`src/include/fbled_pkg.sv`:
```
// fbled_pkg: types, constants and pattern functions of the indicator block
// assumes a 20 MHz system clock and a millisecond timebase derived from it
package fbled_pkg;

    // ****************
    // timing
    // ****************
    localparam int CLK_PERIOD_NS = 50;
    localparam int MS_TIME_NS    = 1_000_000;
    localparam int MS_CYCLES_INT = (MS_TIME_NS + CLK_PERIOD_NS - 1) / CLK_PERIOD_NS;
    localparam logic [14:0] MS_CYCLES = 15'(MS_CYCLES_INT);

    localparam logic [10:0] FLASH_MS  = 11'h0C8;
    localparam logic [10:0] PAUSE_MS  = 11'h3E8;
    localparam logic [10:0] FLICK_MS  = 11'h032;
    localparam logic [10:0] PER_ONE   = 11'h001;
    localparam logic [10:0] PER_BLINK = 11'(2 * FLASH_MS);
    localparam logic [10:0] PER_SGL   = 11'(FLASH_MS + PAUSE_MS);
    localparam logic [10:0] PER_DBL   = 11'(3 * FLASH_MS + PAUSE_MS);
    localparam logic [10:0] PER_FLICK = 11'(2 * FLICK_MS);
    localparam logic [6:0]  LINK_HALF = 7'h32;
    localparam logic [6:0]  LINK_PER  = 7'h64;
    localparam logic [7:0]  CHANGE_ERR = 8'h01;
    localparam logic [10:0] POS_RESET = 11'h000;

    // ****************
    // types
    // ****************
    typedef enum logic [2:0] {
        AL_INIT, AL_PREOP, AL_SAFEOP, AL_OP, AL_BOOT
    } fbled_al_type;

    typedef enum logic [2:0] {
        PAT_OFF, PAT_ON, PAT_BLINK, PAT_SINGLE, PAT_DOUBLE, PAT_FLICKER
    } fbled_pat_type;

    typedef struct packed {
        logic valid;
        logic activity;
    } fbled_link_type;

    typedef struct packed {
        fbled_al_type al_state;
        logic [7:0]   change_ind;
        logic         booting;
        logic         fw_download;
    } fbled_state_type;

    typedef struct packed {
        logic pdi_wd;
        logic config_err;
        logic app_wd;
    } fbled_error_type;

    function automatic logic [10:0] pat_period(fbled_pat_type p);
        case (p)
            PAT_BLINK:   return PER_BLINK;
            PAT_SINGLE:  return PER_SGL;
            PAT_DOUBLE:  return PER_DBL;
            PAT_FLICKER: return PER_FLICK;
            default:     return PER_ONE;
        endcase
    endfunction : pat_period

    function automatic logic pat_lit(fbled_pat_type p, logic [10:0] pos);
        case (p)
            PAT_ON:      return 1'h1;
            PAT_BLINK:   return pos < FLASH_MS;
            PAT_SINGLE:  return pos < FLASH_MS;
            PAT_DOUBLE:  return (pos < FLASH_MS) ||
                                (pos >= 11'(2 * FLASH_MS) && pos < 11'(3 * FLASH_MS));
            PAT_FLICKER: return pos < FLICK_MS;
            default:     return 1'h0;
        endcase
    endfunction : pat_lit

endpackage : fbled_pkg
```
`src/design/fbled_indicators.sv`:
```
// fbled_indicators: network link/activity, status and error LED driver
// assumes all inputs come from logic on clk; LEDs lit on high output
`timescale 1ns/10ps

module fbled_indicators #(
    parameter logic [14:0] CYCLES_PER_MS = fbled_pkg::MS_CYCLES
) (
    input  wire logic                        clk,
    input  wire logic                        resetn,
    input  wire fbled_pkg::fbled_link_type   link_in,
    input  wire fbled_pkg::fbled_link_type   link_out,
    input  wire fbled_pkg::fbled_state_type  state_in,
    input  wire fbled_pkg::fbled_error_type  error_in,
    input  wire logic                        bicolor_mode,
    output logic                             input_port_link_led,
    output logic                             output_port_link_led,
    output logic                             status_err_pos,
    output logic                             status_err_neg
);
    import fbled_pkg::*;

    // ****************
    // millisecond timebase
    // ****************
    logic [14:0] ms_cnt;
    logic [14:0] next_ms_cnt;
    logic        ms_tick;

    assign ms_tick = (ms_cnt == CYCLES_PER_MS - 15'h0001);

    always_comb begin
        next_ms_cnt = ms_tick ? 15'h0000 : ms_cnt + 15'h0001;
    end

    always_ff @(posedge clk or negedge resetn) begin
        if (!resetn) begin
            ms_cnt <= 15'h0000;
        end else begin
            ms_cnt <= next_ms_cnt;
        end
    end

    // ****************
    // indication select
    // ****************
    fbled_pat_type want [2];
    logic          boot_err;
    logic          auto_change;

    assign boot_err    = (state_in.al_state == AL_INIT) &&
                         (state_in.change_ind == CHANGE_ERR);
    assign auto_change = (state_in.al_state != AL_INIT) &&
                         (state_in.change_ind == CHANGE_ERR);

    always_comb begin
        if (state_in.booting || state_in.fw_download) begin
            want[0] = PAT_FLICKER;
        end else begin
            case (state_in.al_state)
                AL_OP:     want[0] = PAT_ON;
                AL_PREOP:  want[0] = PAT_BLINK;
                AL_SAFEOP: want[0] = PAT_SINGLE;
                AL_BOOT:   want[0] = PAT_FLICKER;
                AL_INIT:   want[0] = PAT_OFF;
                default:   want[0] = PAT_OFF;
            endcase
        end
    end

    // error priority: hard watchdog first, configuration error last
    always_comb begin
        if (error_in.pdi_wd) begin
            want[1] = PAT_ON;
        end else if (boot_err) begin
            want[1] = PAT_FLICKER;
        end else if (error_in.app_wd) begin
            want[1] = PAT_DOUBLE;
        end else if (auto_change) begin
            want[1] = PAT_SINGLE;
        end else if (error_in.config_err) begin
            want[1] = PAT_BLINK;
        end else begin
            want[1] = PAT_OFF;
        end
    end

    // ****************
    // pattern position, one per LED channel
    // ****************
    fbled_pat_type sel_q      [2];
    fbled_pat_type next_sel   [2];
    logic [10:0]   pos_q      [2];
    logic [10:0]   next_pos   [2];

    always_comb begin
        for (int i = 0; i < 2; i++) begin
            next_sel[i] = want[i];
            if (want[i] != sel_q[i]) begin
                next_pos[i] = POS_RESET;
            end else if (ms_tick) begin
                if (pos_q[i] == pat_period(sel_q[i]) - 11'h001) begin
                    next_pos[i] = POS_RESET;
                end else begin
                    next_pos[i] = pos_q[i] + 11'h001;
                end
            end else begin
                next_pos[i] = pos_q[i];
            end
        end
    end

    always_ff @(posedge clk or negedge resetn) begin
        if (!resetn) begin
            for (int i = 0; i < 2; i++) begin
                sel_q[i] <= PAT_OFF;
                pos_q[i] <= POS_RESET;
            end
        end else begin
            for (int i = 0; i < 2; i++) begin
                sel_q[i] <= next_sel[i];
                pos_q[i] <= next_pos[i];
            end
        end
    end

    // ****************
    // status/error pin pair
    // ****************
    logic green_lit;
    logic red_lit;
    logic next_pin_pos;
    logic next_pin_neg;

    assign green_lit = pat_lit(sel_q[0], pos_q[0]);
    assign red_lit   = pat_lit(sel_q[1], pos_q[1]);

    // bi-color LED cannot show both: red wins there
    always_comb begin
        next_pin_pos = green_lit && !(bicolor_mode && red_lit);
        next_pin_neg = red_lit;
    end

    always_ff @(posedge clk or negedge resetn) begin
        if (!resetn) begin
            status_err_pos <= 1'h0;
            status_err_neg <= 1'h0;
        end else begin
            status_err_pos <= next_pin_pos;
            status_err_neg <= next_pin_neg;
        end
    end

    // ****************
    // link/activity LEDs
    // ****************
    logic [6:0] flick_ms;
    logic [6:0] next_flick_ms;
    logic       flick_wrap;
    logic       flick_phase;
    logic [1:0] act_hold;
    logic [1:0] next_act_hold;
    logic [1:0] link_valid;
    logic [1:0] link_act;
    logic [1:0] next_link_led;

    assign link_valid  = {link_out.valid, link_in.valid};
    assign link_act    = {link_out.activity, link_in.activity};
    assign flick_wrap  = ms_tick && (flick_ms == LINK_PER - 7'h01);
    assign flick_phase = (flick_ms >= LINK_HALF);

    always_comb begin
        if (flick_wrap) begin
            next_flick_ms = 7'h00;
        end else if (ms_tick) begin
            next_flick_ms = flick_ms + 7'h01;
        end else begin
            next_flick_ms = flick_ms;
        end
        for (int i = 0; i < 2; i++) begin
            // new traffic wins over the end-of-period clear
            next_act_hold[i] = link_act[i] || (act_hold[i] && !flick_wrap);
            next_link_led[i] = link_valid[i] && !(act_hold[i] && flick_phase);
        end
    end

    always_ff @(posedge clk or negedge resetn) begin
        if (!resetn) begin
            flick_ms             <= 7'h00;
            act_hold             <= 2'h0;
            input_port_link_led  <= 1'b0;
            output_port_link_led <= 1'b0;
        end else begin
            flick_ms             <= next_flick_ms;
            act_hold             <= next_act_hold;
            input_port_link_led  <= next_link_led[0];
            output_port_link_led <= next_link_led[1];
        end
    end
endmodule : fbled_indicators

```
`config.mk`:
```
export PLATFORM = sky130hd
export DESIGN_NAME = fbled_indicators
export DESIGN_NICKNAME = d
export VERILOG_FILES = /design/src/include/fbled_pkg.sv /design/src/design/fbled_indicators.sv
export SDC_FILE = /design/constraint.sdc
export NUM_CORES = 1
export LEC_CHECK = 0
export BUFFER_PORTS_ARGS = -buffer_cell sky130_fd_sc_hd__buf_4
export CELL_PAD_IN_SITES_DETAIL_PLACEMENT = 1
export CELL_PAD_IN_SITES_GLOBAL_PLACEMENT = 1
export CORE_MARGIN = 5
export CORE_UTILIZATION = 50
export CTS_BUF_LIST = sky130_fd_sc_hd__clkbuf_4
export DETAILED_ROUTE_END_ITERATION = 7
export GPL_TIMING_DRIVEN = 0
export PLACE_DENSITY = 0.81
export SKIP_LAST_GASP = 1
export SYNTH_ARGS = -nofsm -noshare
export SYNTH_HDL_FRONTEND = slang
export SYNTH_SLANG_ARGS = --single-unit
```
`constraint.sdc`:
```
create_clock -name clk -period 3.3 [get_ports clk]
set_input_delay 0.66 -clock clk [delete_from_list [all_inputs] [get_ports clk]]
set_output_delay 0.66 -clock clk [all_outputs]
set_load 0.05 [all_outputs]
```
==> qor.yml, run 1 <==
status:
  outcome: "complete, no violations"
run:
  cap_violations: 0
clock_network:
  clk_latency_ns: 0.40
  cts_tree: "built"
  cts-root-buf: "clkbuf_4"
  cts_setup_buffers: 0
  numCtsBuffers: 5
  cts_resized: 0
  cts_sinks: 56
  cts_buffer_depth: 2
  cts.clk_slew.worst_paths_ns: 0.19
  cts_max_level: 2
  postCtsHoldBufs: 0
final_layout:
  drive_above_1_share_pct: 12.59
  finalInstanceArea_um2: 3782
  diodes: 0
  nets: 442
  areaGrowthSynthToFinish_pct: 10.37
  n_fill_cell: 812
pwr:
  cell_internal_pwr_mw: 0.8380
  switchingPower_mw: 0.3371
  p_sw_share_pct: 28.69
  comb_power_share_pct: 13.0
  p_per_area_nw_per_um2: 310.7
  ir_worst_vdd_v: 0.0001648
  seq_power_share_pct: 59.4
  leakagePower_nw: 1.563
  clkPwrFrac_pct: 27.6
synth:
  yosysTopAreaCell: "dfrtp_1"
  avgSynthCellArea_um2: 9.042
  synth_area_um2: 3427
  synth_cell_types: 63
  synth-edff-count: 0
  synth_seq_cells: 56
  synthesis.nets: 409
  synth-seq-area-share_pct: 40.89
  ys_top_cells_by_area: "dfrtp_1, xnor2_1, nor2_1"
  synth_top_area_share_pct: 40.89
  ys.flop_type: "dfrtp_1"
  yosysWarnings: 0
  async_flop_share_pct: 100.0
  syn_inst: 379
floorplan:
  dieWidth_um: 92.79
  io_pins: 27
  start_util_pct: 51.01
  die_h_um: 92.79
  core_area_um2: 6719
  design.die.area_um2: 8610
  row_count: 30
worst_setup_path:
  r2r_slack_ns: 0.54
  critPathMaxFanout: 10
  cp.required_ns: 3.62
  cp-start-kind: "flop"
  cpPeakStageDelay_ns: 0.66
  r2r_start: "ms_cnt[0]"
  cp-end-kind: "flop"
  worstSetupPathType: "reg -> reg"
  crit_slowest_cell: "nor4_4"
  reg2reg_to: "pos_q[19]"
  reg2reg_depth: 7
  critPathArrivalTime_ns: 3.08
  crit_chain: "ha_1 > and4_1 > nand2_1 > nor4_4 > o31ai_1 > or3_1 > a21oi_1"
detailed_routing:
  via_per_inst: 5.974
  drt_wl_total_um: 8509
  firstDrtPassIters: 4
  dr_total_vias: 2945
  drc_errors: 0
  wl_per_cell_um: 17.26
  ant_nets: 0
  drtIter0Drc: 107
sta:
  rsz0062_at_grt: "false"
  fin_tns_setup_ns: 0
  worstMarginPinSlew_ns: 0.7839
  setup_viol: 0
  hold_viol: 0
  min_period_over_period_pct: 83.54
  max_freq_ghz: 0.3627
  min_period_ns: 2.757
  maxSlewViolCount: 0
  finalClockSkew_ns: 0.02040
  relSlewSlack_pct: 47.29
global_routing:
  grt.overflow.total: 0
  grt_pass1_wl_um: 14710
  grt_start_max_net_pins: 57
  grt_pass1_vias: 3086
  antenna_found_initial: 0
  grt_usage_pct: 21.11
place:
  post-dp-hpwl_um: 6248
  postPlaceCellArea_um2: 3722
  numPortBuffers: 26
  gp_congestion: 0.8089
worst_hold_path:
  hold_path_class: "in -> async"
## critical path, delay by kind of cell, from the launching register on
family	cells	cell delay (ns)
AND/OR/NAND/NOR	4	1.46
AO/OA/AOI/OAI	2	0.54
flip-flops	1	0.44
adder cells (fa/ha/maj)	1	0.24
## routing by layer
layer	GRT usage (%)	up-vias	part of all wire, %
met5	0	-	0
met2	36.77	28	51
met4	5.372	0	0.88
met3	3.574	7	1.8
li1	-	1431	-
met1	27.12	1479	46
## synthesized netlist by cell type (3+ instances only)
master	n
a211oi_1	3
a21o_1	5
a21oi_1	14
a31o_2	3
a31oi_1	8
and2_1	6
and3_1	7
buf_2	4
clkbuf_1	14
dfrtp_1	56
ha_1	7
inv_1	11
nand2_1	28
nand2b_1	5
nand3_1	18
nand4_1	15
nor2_1	41
nor2b_1	6
nor3_1	15
nor3b_1	5
nor4_1	4
o211ai_1	4
o21ai_0	7
o31ai_1	3
or3_1	7
or4_1	3
xnor2_1	19
xor2_1	17
## worst max-delay path by stage
stage | from | end | cells after the start
2_1_floorplan | state_in[10] | pos_q[15] | 7
4_1_cts | ms_cnt[0] | pos_q[19] | 7
6_report | ms_cnt[0] | pos_q[19] | 7
3_5_place_dp | state_in[10] | pos_q[19] | 7
3_3_place_gp | state_in[10] | pos_q[21] | 7
5_1_grt | ms_cnt[0] | pos_q[19] | 7
## cell usage in the layout, fill, tap and decap left out, drive strengths merged, types with 7 or more instances in the layout
cell type,instances
xor2,17
clkbuf,19
nand3,18
a21oi,14
nand4,15
a31oi,8
ha,7
buf,32
xnor2,19
nand2,28
nor3,16
o21ai,7
or3,7
and3,7
inv,12
dfrtp,56
nor2,41
## logic make-up after synthesis
| kind of cell | after synthesis | share of synthesized area (%) |
|---|---|---|
| DFF | 56 | 40.89 |
| xor gates and xnor gates | 36 | 9.200 |
| AOI/OAI and AO/OA | 71 | 15.01 |
| buffers and inverters | 31 | 3.870 |
| muxes | 1 | 0.2921 |
| adders and majority gates | 7 | 2.556 |
| and+or+nand+nor | 177 | 28.19 |
## power by group through the flow
stage / Sequential [mW] / Combinational [mW] / Clock [mW]
global placement: 0.710 / 0.150 / 0
CTS: 0.698 / 0.155 / 0.337
global route: 0.699 / 0.169 / 0.371
finish: 0.698 / 0.153 / 0.324
floorplan: 0.726 / 0.0739 / 0
detailed placement: 0.711 / 0.154 / 0
## metrics by stage
step                      util, %  hold slack (ns)  instances  worst slack [ns]  power [mW]
after floorplan                 -           0.3644        379             1.021      0.7995
after global placement      55.40           0.4522        485            0.6175      0.8599
after CTS                   56.29           0.3080        493            0.5219       1.190
final                       56.29           0.2909        493            0.5431       1.175
after detailed placement    55.40           0.4540        485            0.5495      0.8651
after global routing        56.29           0.3161        493            0.3938       1.239
## cell type report
type                    instances  area (um2)  share of cell area, %
flip-flops and latches         56        1401                  37.05
multi-input cells             292        1893                  50.05
plain buffers                  20       91.34                  2.415
clock buffers                   5       37.54                 0.9924
repair buffers                 26       195.2                  5.160
well taps                      80       100.1                  2.646
clock inverters                 3       22.52                 0.5954
inverters                      11       41.29                  1.092
## state kept, by name, indices dropped and copies added (netlist names)
| register | flops |
|---|---|
| ms_cnt | 15 |
| pos_q | 22 |
| status_err_pos | 1 |
| input_port_link_led | 1 |
| flick_ms | 7 |
| sel_q | 6 |
| status_err_neg | 1 |
| act_hold | 2 |
| output_port_link_led | 1 |
No activity file was read; power rests on OpenSTA's default activity.
==> inputs of run 2 (changes only) <==
--- a/config.mk
+++ b/config.mk
@@ -9,11 +9,11 @@
 export CELL_PAD_IN_SITES_DETAIL_PLACEMENT = 1
 export CELL_PAD_IN_SITES_GLOBAL_PLACEMENT = 1
 export CORE_MARGIN = 5
-export CORE_UTILIZATION = 50
+export CORE_UTILIZATION = 43
 export CTS_BUF_LIST = sky130_fd_sc_hd__clkbuf_4
 export DETAILED_ROUTE_END_ITERATION = 7
 export GPL_TIMING_DRIVEN = 0
-export PLACE_DENSITY = 0.81
+export PLACE_DENSITY = 0.74
 export SKIP_LAST_GASP = 1
 export SYNTH_ARGS = -nofsm -noshare
 export SYNTH_HDL_FRONTEND = slang
==> constraint.sdc (replaced) <==
create_clock -name clk -period 2.3 [get_ports clk]
set_input_delay 0.46 -clock clk [delete_from_list [all_inputs] [get_ports clk]]
set_output_delay 0.46 -clock clk [all_outputs]
set_load 0.05 [all_outputs]
==> run 2 against run 1 <==
- clock-buffer cell count stayed put
- critical path depth grew 1
- non-clock buffer count grew 22
- largest cell class unchanged
- highest routed layer unchanged
==> qor.yml, run 2 (synthesis results as in run 1) <==
place:
  post-dp-hpwl_um: 6412
  numPortBuffers: 26
  postPlaceCellArea_um2: 3750
  gp_congestion: 0.8365
  place_ws_ns: -0.2956
clock_network:
  cts-root-buf: "clkbuf_4"
  numCtsBuffers: 5
  cts_max_level: 2
  cts_buffer_depth: 2
  cts_tree: "built"
  postCtsHoldBufs: 0
  cts_sinks: 56
  cts.clk_slew.worst_paths_ns: 0.18
  clk_latency_ns: 0.39
sta:
  hold_viol: 0
  min_period_ns: 2.276
  relSlewSlack_pct: 45.73
  fin_tns_setup_ns: 0
  finalClockSkew_ns: 0.01208
  setup_viol: 0
  fin_ws_ns: 0.02437
  min_period_over_period_pct: 98.94
  holdWs_ns: 0.09409
  max_freq_ghz: 0.4394
  maxSlewViolCount: 0
  worstMarginPinSlew_ns: 0.8140
  rsz0062_at_grt: "true"
final_layout:
  diodes: 0
  areaGrowthSynthToFinish_pct: 22.05
  final_cell_mix: "buf_4, dfrtp_1, nor2_1"
  final_common_cell: "buf_4"
  largest_register_ffs: 22
  top_register: "pos_q"
  nets: 464
  reg.largest.list: "pos_q x22, ms_cnt x15, flick_ms x7"
  drive_above_1_share_pct: 23.50
  finalInstanceArea_um2: 4183
status:
  outcome: "complete, no violations"
detailed_routing:
  dr_total_vias: 3072
  wl_per_cell_um: 17.76
  drtIter0Drc: 98
  drc_errors: 0
  firstDrtPassIters: 4
  ant_nets: 0
  via_per_inst: 5.731
  drt_wl_total_um: 9520
floorplan:
  core_area_um2: 7727
  row_count: 32
  start_util_pct: 44.35
  design.die.area_um2: 9856
  dieWidth_um: 99.28
  die_h_um: 99.28
  io_pins: 27
worst_setup_path:
  critPathArrivalTime_ns: 2.57
  critPathMaxFanout: 9
  cp-end-kind: "flop"
  worstSetupPathType: "reg -> reg"
  cp.required_ns: 2.60
  cp-start-kind: "flop"
pwr:
  ir_worst_vdd_v: 0.0002612
  p_per_area_nw_per_um2: 461.2
  leakagePower_nw: 1.756
global_routing:
  grt.overflow.total: 0
  antenna_found_initial: 0
  grt_pass1_wl_um: 15650
  grt_usage_pct: 19.20
  grt_pass1_vias: 3142
  grt_start_max_net_pins: 57
worst_hold_path:
  hold_path_class: "in -> async"
run:
  cap_violations: 0
==> run 2: repair_timing <==
item	CTS	global route
setup buffers	7	19
gates cloned	1	0
pin swaps	5	13
resized for setup	16	33
setup endpoints to repair	35	22
==> run 2: worst paths after layout <==
check	endpoint	start	slack (ns)	cells past startpoint
setup / recovery	pos_q[15]	sel_q[4]	0.02	8
hold / removal	ms_cnt[2]	resetn	0.09	1
setup reg to reg	pos_q[15]	sel_q[4]	0.02	8
hold reg to reg	output_port_link_led	act_hold[1]	0.47	1
max in group asynchronous	sel_q[2]	resetn	1.66	1
min in group clk	status_err_pos	bicolor_mode	0.22	2
==> run 2: critical path, cell delays in order, from the launching register on <==
cell and delay [ns]:
dfrtp_1 0.39, buf_6 0.14, nor2b_4 0.22, xnor2_1 0.14, a21oi_1 0.08, or4_1 0.54
buf_6 0.16, or2_1 0.24, a211o_1 0.26
==> run 2: through the flow <==
stage	total power [mW]	util, %	instances
2_1_floorplan	1.147	-	379
3_3_place_gp	1.239	48.53	507
3_5_place_dp	1.244	48.53	507
4_1_cts	1.924	51.31	520
5_1_grt	2.008	54.13	536
6_report	1.929	54.13	536
==> run 2: where the power goes <==
group	total [mW]	internal (mW)	switching, mW
Combinational	0.251	0.102	0.149
Clock	0.672	0.333	0.339
Sequential	1.01	0.997	0.00955
==> run 2: final cells by class <==
class	instances	area, um2
buffer	15	107.6
clock buffer	5	37.54
clock inverter	2	60.06
fill	920	3545
inverter	11	41.29
multi-input combinational	292	2001
sequential	56	1406
tap	102	127.6
timing repair buffer	53	401.6
==> run 2: routing by layer <==
metal | up-vias | part of all wire, % | GRT usage (%)
li1 | 1476 | - | -
met5 | - | 0 | 0
met3 | 17 | 3.1 | 2.595
met4 | 0 | 1.9 | 4.622
met2 | 54 | 49 | 32.33
met1 | 1525 | 46 | 26.17
